<file path="src/cic_defs.svh">
// Constants of the cascaded interrupt controller: offsets, fields, reset values
// Notes on behaviour
// - Master and slave, eight maskable inputs each
// - At most fifteen requests served at once
// - Eighteen sources reach inputs through multiplexers
// - Master nine sources, slave nine, input 1 shared
// - Slave output feeds master request input 2
// - Forward only enabled requests of sufficient priority
// - Only the requested controller drives the vector
// - Master gives three-bit cascade code at acknowledge
// - Six pins feed master only, slaves allowed
// - High pin pair muxed against serial requests
// - Pin six and DMA done swap on slave
// - Config bit 7 puts cascade on address
// - Cascade lines high between pulses; latch outside
// - Config registers select pin request sources
`ifndef CIC_DEFS_SVH
`define CIC_DEFS_SVH

// Register offsets on the plain register port
`define CIC_OFS_INTR_CFG 4'h0
`define CIC_OFS_PORT3_CFG 4'h1
`define CIC_OFS_M_MASK 4'h2
`define CIC_OFS_S_MASK 4'h3
`define CIC_OFS_CONTROL 4'h4
`define CIC_OFS_M_VEC 4'h5
`define CIC_OFS_S_VEC 4'h6
`define CIC_OFS_M_INSVC 4'h7
`define CIC_OFS_S_INSVC 4'h8
`define CIC_OFS_EVT_STAT 4'h9
`define CIC_OFS_EVT_MASK 4'hA
`define CIC_OFS_CAS_MAP 4'hB

// Control register fields
`define CIC_CTL_GLOBAL_EN 0
`define CIC_CTL_M_EOI 1
`define CIC_CTL_S_EOI 2

// Event status fields
`define CIC_EVT_REQ 0
`define CIC_EVT_ACK 1
`define CIC_EVT_SPUR 2

// Interrupt configuration fields
`define CIC_CFG_CAS_ON_ADDR 7
`define CIC_CFG_INT9_SEL 5
`define CIC_CFG_INT8_SEL 6
`define CIC_CFG_SWAP 4
`define CIC_CFG_INT7_EN 3
`define CIC_CFG_EXT_IRQ_SIX_EN 2
`define CIC_CFG_INT5_SEL 1
`define CIC_CFG_INT4_EN 0

// Reset values and fixed codes
`define CIC_RST_MASK 8'hFF
`define CIC_RST_ZERO 8'h00
`define CIC_RST_CAS_MAP 8'h04
`define CIC_SLAVE_INDEX 3'h2
`define CIC_CAS_IDLE 3'h7

`endif

</file>
<file path="src/cic_pkg.sv">
// Types shared by the cascaded interrupt controller modules
`default_nettype none
package cic_pkg;
   // One byte of register data
   typedef logic [7:0] cic_byte_t;
   // Acknowledge sequence, one-hot
   typedef enum logic [3:0] {
      ACK_IDLE = 4'b0001,
      ACK_FIRST = 4'b0010,
      ACK_GAP = 4'b0100,
      ACK_SECOND = 4'b1000
   } cic_ack_t;
   // Vector source chosen at the first pulse
   typedef enum logic [1:0] {
      VEC_NONE = 2'b00,
      VEC_MASTER = 2'b01,
      VEC_SLAVE = 2'b10
   } cic_vsrc_t;
   // State of one controller
   typedef struct packed {
      logic [7:0] inSvc;
      logic [2:0] level;
   } cic_ctrl_t;
   // State of the top block
   typedef struct packed {
      cic_byte_t intrCfg;
      cic_byte_t port3Cfg;
      cic_byte_t mMask;
      cic_byte_t sMask;
      logic globalEn;
      cic_byte_t mVec;
      cic_byte_t sVec;
      cic_byte_t casMap;
      logic [2:0] evtStat;
      logic [2:0] evtMask;
      cic_ack_t ack;
      logic ackPrev;
      logic mIntPrev;
      logic [2:0] casCode;
      cic_vsrc_t vsrc;
      cic_byte_t vecData;
      cic_byte_t rdData;
   } cic_top_t;
endpackage : cic_pkg
`default_nettype wire

</file>
<file path="src/cic_ctrl.sv">
// One interrupt controller: masking, nested priority, in-service tracking
`include "cic_defs.svh"
`default_nettype none
module cic_ctrl #(
   parameter int N = 8
) (
   // Clock and reset
   input wire logic clk,
   input wire logic rst_b,
   // Requests and masking
   input wire logic [N-1:0] reqIn,
   input wire logic [N-1:0] maskBits,
   input wire logic enable,
   input wire logic [N-1:0] equalPass,
   // Acknowledge and end of service
   input wire logic freeze,
   input wire logic eoi,
   // Results
   output logic intOut,
   output logic [2:0] winLevel,
   output logic winValid,
   output logic [2:0] frozenLevel,
   output logic [N-1:0] inService
);
   import cic_pkg::*;

   cic_ctrl_t st_r;
   cic_ctrl_t st_nxt;
   logic [N-1:0] elig; // Enabled, unmasked requests
   logic topSvcValid;
   logic [2:0] topSvc; // Highest level in service

   // Per-input eligibility
   genvar g;
   generate
      for (g = 0; g < N; g++) begin : gElig
         assign elig[g] = reqIn[g] & ~maskBits[g] & enable;
      end
   endgenerate

   // Lowest index wins; in-service levels block equal and lower ones
   always_comb begin
      winValid = 1'b0;
      winLevel = 3'h0;
      topSvcValid = 1'b0;
      topSvc = 3'h0;
      for (int i = N - 1; i >= 0; i--) begin
         if (elig[i]) begin
            winValid = 1'b1;
            winLevel = 3'(i);
         end
         if (st_r.inSvc[i]) begin
            topSvcValid = 1'b1;
            topSvc = 3'(i);
         end
      end
      // Cascaded inputs may re-enter at equal level so a higher slave source gets through
      intOut = winValid && (!topSvcValid || winLevel < topSvc ||
                            (winLevel == topSvc && equalPass[winLevel]));
   end

   // Next state: end of service first, so a same-cycle freeze still sets its bit
   always_comb begin
      st_nxt = st_r;
      if (eoi && topSvcValid) begin
         st_nxt.inSvc[topSvc] = 1'b0;
      end
      if (freeze) begin
         // No winner: report the lowest level, nothing enters service
         st_nxt.level = winValid ? winLevel : 3'h7;
         if (winValid) begin
            st_nxt.inSvc[winLevel] = 1'b1;
         end
      end
   end

   // State register
   always_ff @(posedge clk or negedge rst_b) begin
      if (!rst_b) begin
         st_r <= '0;
      end else begin
         st_r <= st_nxt;
      end
   end

   assign frozenLevel = st_r.level;
   assign inService = st_r.inSvc;
endmodule // cic_ctrl
`default_nettype wire

</file>
<file path="src/cic_top.sv">
// Cascaded interrupt controller pair with source muxing, acknowledge and registers
//
// Implementation choices: the strobed register port and the address map.
`include "cic_defs.svh"
`default_nettype none
module cic_top (
   // Clock and reset
   input wire logic clk,
   input wire logic rst_b,
   // Register port
   input wire logic [3:0] regAddr,
   input wire cic_pkg::cic_byte_t regWdata,
   input wire logic regWrite,
   input wire logic regRead,
   output cic_pkg::cic_byte_t regRdata,
   // Internal peripheral requests
   input wire logic timer0Irq,
   input wire logic timer1Irq,
   input wire logic timer2Irq,
   input wire logic asyncSerial0Irq,
   input wire logic asyncSerial1Irq,
   input wire logic syncSerialIrq,
   input wire logic dmaDoneIrq,
   input wire logic watchdogIrq,
   // External request pins
   input wire logic [3:0] extIrqLowGroup,
   input wire logic [1:0] extIrqHighPair,
   input wire logic extIrqFour,
   input wire logic extIrqFive,
   input wire logic extIrqSix,
   input wire logic extIrqSeven,
   // Core side
   output logic coreIntr,
   input wire logic intrAckStrobe_n,
   output logic [2:0] cascadeSelect,
   output cic_pkg::cic_byte_t vectorData,
   output logic vectorOe,
   // Cascade code on upper address lines
   output logic [2:0] upperAddrLines,
   output logic upperAddrOe,
   // Interrupt to system
   output logic irq
);
   import cic_pkg::*;

   cic_top_t st_r;
   cic_top_t st_nxt;
   logic [7:0] mReq; // Master request inputs after muxing
   logic [7:0] sReq; // Slave request inputs after muxing
   logic [7:0] casMapEff; // Master inputs that carry a slave
   logic mInt, sInt; // Forwarded requests
   logic mWinValid, sWinValid;
   logic [2:0] mWin, sWin;
   logic [2:0] mFrozen, sFrozen;
   logic [7:0] mInSvc, sInSvc;
   logic freezeM, freezeS; // First-pulse strobes
   logic mEoi, sEoi; // End-of-service strobes
   logic ackFall, ackRise; // Strobe edges
   logic [2:0] evtSet, evtClr;

   // Internal slave always sits on input 2
   assign casMapEff = st_r.casMap | `CIC_RST_CAS_MAP;

   // Master source selection; disconnected inputs read as ground
   always_comb begin
      mReq[0] = timer0Irq;
      mReq[1] = st_r.port3Cfg[2] & extIrqLowGroup[0];
      mReq[2] = sInt;
      // High pair only when both config bits pick the pin
      mReq[3] = (st_r.intrCfg[`CIC_CFG_INT8_SEL] && st_r.port3Cfg[1]) ? extIrqHighPair[0] : asyncSerial1Irq;
      mReq[4] = (st_r.intrCfg[`CIC_CFG_INT9_SEL] && st_r.port3Cfg[0]) ? extIrqHighPair[1] : asyncSerial0Irq;
      mReq[5] = st_r.port3Cfg[3] & extIrqLowGroup[1];
      mReq[6] = st_r.port3Cfg[4] & extIrqLowGroup[2];
      mReq[7] = st_r.port3Cfg[5] & extIrqLowGroup[3];
   end

   // Slave source selection, nine sources with input 1 shared
   always_comb begin
      sReq[0] = st_r.intrCfg[`CIC_CFG_INT4_EN] & extIrqFour;
      sReq[1] = st_r.intrCfg[`CIC_CFG_INT5_SEL] ? extIrqFive : syncSerialIrq;
      sReq[2] = timer1Irq;
      sReq[3] = timer2Irq;
      // Swap of pin six and DMA done
      sReq[4] = st_r.intrCfg[`CIC_CFG_SWAP] ? extIrqSix : dmaDoneIrq;
      sReq[5] = st_r.intrCfg[`CIC_CFG_EXT_IRQ_SIX_EN] &
                (st_r.intrCfg[`CIC_CFG_SWAP] ? dmaDoneIrq : extIrqSix);
      sReq[6] = st_r.intrCfg[`CIC_CFG_INT7_EN] & extIrqSeven;
      sReq[7] = watchdogIrq;
   end

   // Slave controller, plain fully nested
   cic_ctrl #(.N(8)) uSlave (
      .clk(clk),
      .rst_b(rst_b),
      .reqIn(sReq),
      .maskBits(st_r.sMask),
      .enable(st_r.globalEn),
      .equalPass(8'h00),
      .freeze(freezeS),
      .eoi(sEoi),
      .intOut(sInt),
      .winLevel(sWin),
      .winValid(sWinValid),
      .frozenLevel(sFrozen),
      .inService(sInSvc)
   );

   // Master controller, special nesting on cascaded inputs
   cic_ctrl #(.N(8)) uMaster (
      .clk(clk),
      .rst_b(rst_b),
      .reqIn(mReq),
      .maskBits(st_r.mMask),
      .enable(st_r.globalEn),
      .equalPass(casMapEff),
      .freeze(freezeM),
      .eoi(mEoi),
      .intOut(mInt),
      .winLevel(mWin),
      .winValid(mWinValid),
      .frozenLevel(mFrozen),
      .inService(mInSvc)
   );

   // Strobe edges against the previous sample
   assign ackFall = !intrAckStrobe_n && st_r.ackPrev;
   assign ackRise = intrAckStrobe_n && !st_r.ackPrev;

   // Next state: registers, acknowledge sequence, events
   always_comb begin
      st_nxt = st_r;
      mEoi = 1'b0;
      sEoi = 1'b0;
      freezeM = 1'b0;
      freezeS = 1'b0;
      evtSet = 3'h0;
      evtClr = 3'h0;
      st_nxt.ackPrev = intrAckStrobe_n;
      st_nxt.mIntPrev = mInt;
      st_nxt.rdData = `CIC_RST_ZERO;
      // Register writes
      if (regWrite) begin
         case (regAddr)
            `CIC_OFS_INTR_CFG: st_nxt.intrCfg = regWdata;
            `CIC_OFS_PORT3_CFG: st_nxt.port3Cfg = regWdata;
            `CIC_OFS_M_MASK: st_nxt.mMask = regWdata;
            `CIC_OFS_S_MASK: st_nxt.sMask = regWdata;
            `CIC_OFS_CONTROL: begin
               st_nxt.globalEn = regWdata[`CIC_CTL_GLOBAL_EN];
               mEoi = regWdata[`CIC_CTL_M_EOI];
               sEoi = regWdata[`CIC_CTL_S_EOI];
            end
            `CIC_OFS_M_VEC: st_nxt.mVec = regWdata;
            `CIC_OFS_S_VEC: st_nxt.sVec = regWdata;
            `CIC_OFS_EVT_STAT: evtClr = regWdata[2:0];
            `CIC_OFS_EVT_MASK: st_nxt.evtMask = regWdata[2:0];
            `CIC_OFS_CAS_MAP: st_nxt.casMap = regWdata;
            default: ;
         endcase
      end
      // Register reads, data in the following cycle
      if (regRead) begin
         case (regAddr)
            `CIC_OFS_INTR_CFG: st_nxt.rdData = st_r.intrCfg;
            `CIC_OFS_PORT3_CFG: st_nxt.rdData = st_r.port3Cfg;
            `CIC_OFS_M_MASK: st_nxt.rdData = st_r.mMask;
            `CIC_OFS_S_MASK: st_nxt.rdData = st_r.sMask;
            `CIC_OFS_CONTROL: st_nxt.rdData = {7'h00, st_r.globalEn};
            `CIC_OFS_M_VEC: st_nxt.rdData = st_r.mVec;
            `CIC_OFS_S_VEC: st_nxt.rdData = st_r.sVec;
            `CIC_OFS_M_INSVC: st_nxt.rdData = mInSvc;
            `CIC_OFS_S_INSVC: st_nxt.rdData = sInSvc;
            `CIC_OFS_EVT_STAT: st_nxt.rdData = {5'h00, st_r.evtStat};
            `CIC_OFS_EVT_MASK: st_nxt.rdData = {5'h00, st_r.evtMask};
            `CIC_OFS_CAS_MAP: st_nxt.rdData = casMapEff;
            default: st_nxt.rdData = `CIC_RST_ZERO;
         endcase
      end
      // New forwarded request to the core
      evtSet[`CIC_EVT_REQ] = mInt && !st_r.mIntPrev;
      // Acknowledge sequence driven by the core's two pulses
      case (st_r.ack)
         ACK_IDLE: begin
            if (ackFall) begin
               freezeM = 1'b1;
               st_nxt.ack = ACK_FIRST;
               evtSet[`CIC_EVT_SPUR] = !mWinValid;
               if (mWinValid && casMapEff[mWin]) begin
                  st_nxt.casCode = mWin;
                  if (mWin == `CIC_SLAVE_INDEX) begin
                     freezeS = 1'b1;
                     st_nxt.vsrc = VEC_SLAVE;
                  end else begin
                     // External slave supplies its own vector
                     st_nxt.vsrc = VEC_NONE;
                  end
               end else begin
                  st_nxt.casCode = 3'h0;
                  st_nxt.vsrc = VEC_MASTER;
               end
            end
         end
         ACK_FIRST: begin
            if (ackRise) begin
               st_nxt.ack = ACK_GAP;
            end
         end
         ACK_GAP: begin
            if (ackFall) begin
               st_nxt.ack = ACK_SECOND;
               // Only the acknowledged controller's byte is prepared
               case (st_r.vsrc)
                  VEC_MASTER: st_nxt.vecData = {st_r.mVec[7:3], mFrozen};
                  VEC_SLAVE: st_nxt.vecData = {st_r.sVec[7:3], sFrozen};
                  default: st_nxt.vecData = `CIC_RST_ZERO;
               endcase
            end
         end
         ACK_SECOND: begin
            if (ackRise) begin
               st_nxt.ack = ACK_IDLE;
               evtSet[`CIC_EVT_ACK] = 1'b1;
            end
         end
         default: st_nxt.ack = ACK_IDLE;
      endcase
      // Sticky events: a new event beats a same-cycle clear
      st_nxt.evtStat = (st_r.evtStat & ~evtClr) | evtSet;
   end

   // State register
   always_ff @(posedge clk or negedge rst_b) begin
      if (!rst_b) begin
         st_r.intrCfg <= `CIC_RST_ZERO;
         st_r.port3Cfg <= `CIC_RST_ZERO;
         st_r.mMask <= `CIC_RST_MASK;
         st_r.sMask <= `CIC_RST_MASK;
         st_r.globalEn <= 1'b0;
         st_r.mVec <= `CIC_RST_ZERO;
         st_r.sVec <= `CIC_RST_ZERO;
         st_r.casMap <= `CIC_RST_CAS_MAP;
         st_r.evtStat <= 3'h0;
         st_r.evtMask <= 3'h0;
         st_r.ack <= ACK_IDLE;
         st_r.ackPrev <= 1'b1;
         st_r.mIntPrev <= 1'b0;
         st_r.casCode <= 3'h0;
         st_r.vsrc <= VEC_NONE;
         st_r.vecData <= `CIC_RST_ZERO;
         st_r.rdData <= `CIC_RST_ZERO;
      end else begin
         st_r <= st_nxt;
      end
   end

   // Outputs
   assign regRdata = st_r.rdData;
   assign coreIntr = mInt;
   // Code valid during pulses, high in between; outside slaves must latch it
   assign cascadeSelect = (st_r.ack == ACK_FIRST || st_r.ack == ACK_SECOND) ? st_r.casCode : `CIC_CAS_IDLE;
   assign upperAddrLines = cascadeSelect;
   assign upperAddrOe = st_r.intrCfg[`CIC_CFG_CAS_ON_ADDR];
   assign vectorData = st_r.vecData;
   // Bus left undriven except while the second pulse stands
   assign vectorOe = (st_r.ack == ACK_SECOND) && (st_r.vsrc != VEC_NONE);
   assign irq = |(st_r.evtStat & st_r.evtMask);
endmodule // cic_top
`default_nettype wire

</file>
<file path="config.mk">
export PLATFORM = sky130hd
export DESIGN_NAME = cic_top
export DESIGN_NICKNAME = d
export VERILOG_FILES = /design/src/cic_pkg.sv /design/src/cic_ctrl.sv /design/src/cic_top.sv
export VERILOG_INCLUDE_DIRS = /design/src
export SDC_FILE = /design/constraint.sdc
export NUM_CORES = 1
export LEC_CHECK = 0
export ABC_AREA = 0
export BUFFER_PORTS_ARGS = -buffer_cell sky130_fd_sc_hd__buf_2
export CAP_MARGIN = 25
export CORE_ASPECT_RATIO = 1.5
export CORE_MARGIN = 2
export CORE_UTILIZATION = 50
export CTS_CLUSTER_SIZE = 10
export DETAILED_ROUTE_END_ITERATION = 16
export PLACE_DENSITY = 0.69
export SLEW_MARGIN = 20
export SYNTH_ARGS = -nofsm -noshare
export SYNTH_HDL_FRONTEND = slang
export SYNTH_SLANG_ARGS = --single-unit
</file>
<file path="constraint.sdc">
create_clock -name clk -period 5.3 [get_ports clk]
set_input_delay 1.06 -clock clk [delete_from_list [all_inputs] [get_ports clk]]
set_output_delay 1.06 -clock clk [all_outputs]
set_load 0.01 [all_outputs]
</file>
==> metrics, run 1 <==
Inst Count DP=819; Final HPWL DP=14.0 mm; Lkg Pwr=0.00311 uW; VDD IR max=0.171 mV; Max-Cap Viols=0; CTS root buffer=clkbuf_16; Sw Pwr=1180 uW; post-synthesis net count=684; Synth Instances=641; clock latency on the worst-skew pair=0.35 ns; mean post-synth cell area=10.0 um2; Crit path arrival time=4.09 ns; area delta synth->final=11.1%; ant diodes=0; Initial Util=51.4%; Seq/Total Area, Yosys=43.5%; pwr/cell area=442 nW/um2; post-layout net count=722; die width=96.6 um; fmax=0.194 GHz; ratio of cells with drive above 1 in the final layout=31.6%; CTS buffer count=9; largest net degree at the start of global routing=78; final wirelength=18.7 mm; FF+latch count, synth=111; status=complete, no violations; post-synth design cell area=6440 um2; crit path time final=5.15 ns; Layout Cells excl Fill=840; DP Worst Slack=0.0612 ns; worst clock skew=0.00992 ns; EDFF count, synth=0; final setup TNS=0 ns; Main synth FF type=dfrtp_1; number of global-route vias before repair=5142; Logic pwr share=38.2%; Final Hold Vio Count=0; post-route ant nets=0; Worst-path clk slew=0.08 ns; buffers added on ports=60; Rows=50; CTS tree=done; core area=12500 um2; fin. max-slew vios=0; Switching Fraction=37.3%; Die H=143 um; Iteration-0 DRC Markers=406; WL/cell=22.2 um; GRT Residual Overflow=0; Async SR Flop Fraction=100%; Setup violations, final=0; H-tree lvl count=3; sequential power share=40.7%; post-route DRC violation count=0; vias per std cell=6.26; CP Class=primary input to output pin; All-Layer GR Usage=27.2%; hold crit path type=register to register; clock network power share=21.0%; # IOs=61; period utilisation layout=97.1%; worst-path fanout max=4; gpl congestion=0.972; required time of the worst setup path=4.24 ns; CTS max path bufs=2; DR vias=5260; CTS Sinks=111; global-route wire length before repair=29.0 mm; crit start category=primary input; crit end category=output pin; Int Pwr=1980 uW; DR pass1 iterations=6; hold slack=0.459 ns; die area=13800 um2; relative slew slack=41.4%; Netlist cell types=80; fin worst setup slack=0.154 ns; yosys warns=0; Worst-Margin Slew=0.872 ns; Total Power=3160 uW; hold bufs inserted after CTS=0; initial antenna violation count=0
-- layer usage --
metal  track usage (%)  part of all wire (%)
met4              15.0                   5.7
met2              46.4                    50
met5                 0                     0
met3              4.31                   5.0
met1              32.8                    40
-- cells in the mapped netlist (7+ instances only) --
| cell type | n | area share (%) |
|---|---|---|
| dfstp_2 | 18 | 7.3 |
| nor3_1 | 11 | 0.86 |
| o21ai_0 | 50 | 3.9 |
| nor2b_1 | 17 | 1.7 |
| nor2_1 | 38 | 2.2 |
| a22o_1 | 12 | 1.6 |
| a21oi_1 | 25 | 1.9 |
| ha_1 | 8 | 1.6 |
| nand3b_1 | 7 | 0.82 |
| mux2i_1 | 12 | 1.9 |
| o31ai_1 | 7 | 0.82 |
| buf_4 | 21 | 2.4 |
| nand2_1 | 63 | 3.7 |
| inv_1 | 17 | 0.99 |
| mux2_2 | 61 | 11 |
| nand3_1 | 16 | 1.2 |
| dfrtp_1 | 93 | 36 |
| clkbuf_1 | 27 | 1.6 |
-- area by class of cell --
type	instances	area, um2
sequential	111	2800
clock buffer	12	256
clock inverter	4	28.8
timing repair buffer	82	488
tap	156	195
fill	1137	5360
inverter	17	63.8
multi-input combinational	458	3320
-- power by group through the flow --
stage               Combinational, uW  Clock (uW)  Sequential, uW
floorplan                         827           0            1180
global placement                 1090           0            1290
detailed placement               1120           0            1300
CTS                              1130         672            1280
global route                     1320         710            1310
finish                           1210         664            1290
-- cell families (layout without fill, tap and decap cells) --
kind of cell	count (synthesis)	count (layout)	share of synthesized area, %
mux	81	81	14.6
fa+ha+maj	8	8	1.56
xor+xnor	1	1	0.136
simple gates	200	200	15.8
flops	111	111	43.5
buf+inv	72	115	5.60
compound gates	168	168	18.8
-- worst max-delay path, cell delays in order --
cell	delay (ns)
buf_2	0.10
mux2_4	0.28
nand2_2	0.07
o21ai_1	0.07
nor2_1	0.17
o21a_1	0.18
ha_2	0.18
o21ai_0	0.08
a32oi_1	0.16
buf_4	0.16
o21ai_4	0.06
a21oi_2	0.16
nand2_1	0.08
nand2_2	0.09
inv_2	0.07
ha_4	0.27
nor2b_4	0.12
o21ai_0	0.07
a32o_1	0.21
a41oi_2	0.22
nor2_2	0.07
buf_2	0.14
-- flip-flops by register name, summed over array words and instances (netlist names) --
| name | cells |
|---|---|
| upperAddrOe | 1 |
| regRdata | 8 |
| uMaster.inService | 8 |
| uSlave.frozenLevel | 3 |
| uMaster.frozenLevel | 3 |
| st_r | 65 |
| vectorData | 8 |
| casMapEff | 7 |
| uSlave.inService | 8 |
-- repair_timing --
action                                  in CTS  in global routing
gates resized for setup                      0                 13
endpoints found under the setup margin       0                  1
buffers inserted                             0                  4
-- worst paths after layout --
check,from,end,slack (ns),cells past startpoint
max in group asynchronous,rst_b,st_r[61],3.58,3
min in group asynchronous,rst_b,regRdata[6],0.61,1
min,st_r[21],st_r[30],0.46,1
max reg2reg,st_r[57],st_r[30],1.63,20
min reg2reg,st_r[21],st_r[30],0.46,1
max,dmaDoneIrq,coreIntr,0.15,22
-- placed cells by master (no fill, tap or decap), drive strengths merged, types with 17 or more instances in the layout --
cell type / netlist / final
a21oi: 26 / 26
o21ai: 54 / 54
nor2: 38 / 38
buf: 28 / 82
mux2: 66 / 66
inv: 17 / 18
nand2: 64 / 64
nand3: 17 / 17
dfrtp: 93 / 93
dfstp: 18 / 18
nor2b: 17 / 17
-- stage by stage --
stage / area (um2) / util, %
after floorplan: 6440 / -
after global placement: 6770 / 54.1
after detailed placement: 6770 / 54.1
after CTS: 7050 / 56.4
after global routing: 7150 / 57.2
final: 7150 / 57.2
Note: power is estimated with default switching activity, not from simulation.
==> run 2, diff against run 1 <==
CORE_MARGIN = 3   (was 2)
CORE_UTILIZATION = 51   (was 50)
PLACE_DENSITY = 0.7   (was 0.69)
SYNTH_HIERARCHICAL = 1   (was unset)
==> metrics, run 2 <==
All-Layer GR Usage=26.3% (-0.90 points); CTS max path bufs=2 (unchanged); failing checks=setup timing; mean post-synth cell area=10.3 um2 (+3.0%); R2R Path Start=st_r[86]; initial antenna violation count=0 (unchanged); final wirelength=18.9 mm (+1.1%); Synth Instances=639 (-0.31%); Final Hold Vio Count=0 (unchanged); CP Class=primary input to output pin; VDD IR max=0.210 mV (+22%); core area=12600 um2 (+0.50%); fmax=0.185 GHz (-5.0%); H-tree lvl count=3 (unchanged); worst clock skew=0.0120 ns (+0.00210 ns); Worst-Margin Slew=0.750 ns (-0.122 ns); most common cell after layout, fill and taps aside=dfrtp_1; hold crit path type=register to register; required time of the worst setup path=4.24 ns (about the same); final setup TNS=-0.116 ns (-0.116 ns); Initial Util=52.5% (+1.1 points); gpl congestion=0.977 (+0.51%); Placed Area=7000 um2 (+3.4%); worst-path fanout max=3 (-1); Lkg Pwr=0.00332 uW (+6.6%); post-route DRC violation count=0 (unchanged); vias per std cell=6.13 (-2.2%); CTS buffer count=9 (unchanged); # IOs=61 (unchanged); crit end category=output pin; CTS tree=done; Hold Startpoint=vectorData[1]; Crit path arrival time=4.36 ns (+0.27 ns); GRT Residual Overflow=0 (unchanged); post-layout net count=751 (+4.0%); Setup violations, final=1 (+1); die width=98.9 um (+2.4%); post-synth design cell area=6610 um2 (+2.6%); clock latency on the worst-skew pair=0.35 ns (about the same); global-route wire length before repair=29.3 mm (+1.3%); post-route ant nets=0 (unchanged); hold bufs inserted after CTS=0 (unchanged); Final HPWL DP=14.1 mm (+1.3%); crit path launch=extIrqSix; fin worst setup slack=-0.116 ns (-0.270 ns); slowest cell delay on critical path=0.31 ns (+0.03 ns); Iteration-0 DRC Markers=369 (-9.1%); Fillers=1081 (-4.9%); CTS Sinks=111 (unchanged); Largest register FFs=65 (unchanged); number of global-route vias before repair=5364 (+4.3%); slowest cell on the critical path=o31a_1; RSZ-0062 raised after global routing=yes; Worst path top cell family by delay=compound AO/OA/AOI/OAI gates; CTS root buffer=clkbuf_16; crit path cell chain=buf_6, mux2i_2, nor2b_2, and2b_2, buf_6, a211oi_4, a21oi_4, inv_2, ha_4, nor2_2, o31a_1, o22ai_2, nor2b_4, buf_6, a211o_1, a21oi_4, inv_2, ha_4, a21oi_2, o31a_1, o22ai_2, buf_2; most frequent cells in the layout=dfrtp_1, mux2_2, buf_2, nand2_1, buf_4; yosys warns=6 (+6); buffers added on ports=60 (unchanged); WL/cell=21.7 um (-2.4%); DR pass1 iterations=5 (-1); crit start category=primary input; Largest Register=st_r; period utilisation layout=102% (+5.1 points); pwr/cell area=420 nW/um2 (-4.9%); Worst-path clk slew=0.07 ns (about the same); ratio of cells with drive above 1 in the final layout=36.4% (+4.8 points); area delta synth->final=14.3%; Crit path buffers/inverters=6 (+2); Critical Path Most Common Cell=buf_6; Die H=145 um (+1.7%); ant diodes=0 (unchanged); crit path time final=5.42 ns (+0.270 ns); Rows=50 (unchanged); Max-Cap Viols=0 (unchanged); die area=14400 um2 (+4.1%); relative slew slack=50.0% (+8.6 points); DR vias=5329 (+1.3%); status=finished with violations; largest net degree at the start of global routing=85 (+9.0%); fin. max-slew vios=0 (unchanged); post-route cell area=7550 um2 (+5.6%)
run 2: cell types whose count changed in the layout (fill, tap and decap cells not counted), moves of 8 or more:
| cell | before | now |
|---|---|---|
| nand2_1 | 61 | 47 |
| a21oi_1 | 25 | 17 |
| mux2_2 | 60 | 75 |
| buf_4 | 22 | 34 |
| o21ai_0 | 49 | 23 |
| inv_1 | 16 | 24 |
| o21ai_1 | 2 | 19 |
| nor2_1 | 37 | 28 |
| conb_1 | 0 | 9 |
run 2: path summary, 6_finish.rpt:
kind / endpoint / slack, ns / cells after the start
worst max-delay path: coreIntr / -0.12 / 22
worst min-delay path: vectorData[1] / 0.47 / 2
worst max register to register: uSlave/inService[6] / 0.74 / 24
worst min register to register: vectorData[1] / 0.47 / 2
max in group asynchronous: st_r[68] / 3.62 / 2
min in group asynchronous: st_r[80] / 0.75 / 1
run 2: final cells by class:
cell class,instances,area (um2),share of cell area (%)
multi-input cells,464,3540,46.8
flip-flops and latches,111,2800,37.1
inverters,26,97.6,1.29
clock inverters,7,88.8,1.18
repair buffers,97,608,8.05
well taps,156,195,2.58
clock buffers,9,225,2.98
run 2: metal layers:
metal	part of all wire (%)	routed length [um]	vias to the layer above	track usage [%]
met1	40	7490	2639	32.0
li1	-	-	2456	-
met3	4.1	766	47	4.08
met2	51	9620	187	44.5
met5	0	0	-	0
met4	5.3	997	0	13.3
run 2: power by group:
group,switching [uW],leakage [uW],internal [uW]
registers,240,0.00136,1050
clock network,328,0.000150,377
logic,576,0.00181,598
run 2: what timing repair did:
item                                    CTS  global route
pin swaps                                16            10
endpoints found under the setup margin    1             1
buffers inserted                         10             4
gates resized for setup                  15            13
run 2: worst min-delay path: cells and delay by family, from the launching register on:
family	cells	cell delay [ns]
and+or+nand+nor	1	0.04
DFF	1	0.34
AOI/OAI and AO/OA	1	0.06
run 2: per-stage QoR:
step / utilization, % / total power [uW] / setup slack [ns] / cells / hold slack, ns
finish: 60.1 / 3170 / -0.116 / 870 / 0.475
global route: 60.1 / 3350 / -0.230 / 870 / 0.506
CTS: 59.3 / 3110 / 0.00285 / 866 / 0.485
detailed placement: 55.7 / 2320 / -0.165 / 840 / 0.468
global placement: 55.7 / 2280 / -0.0313 / 840 / 0.459
floorplan: - / 1950 / 0.240 / 646 / 0.439
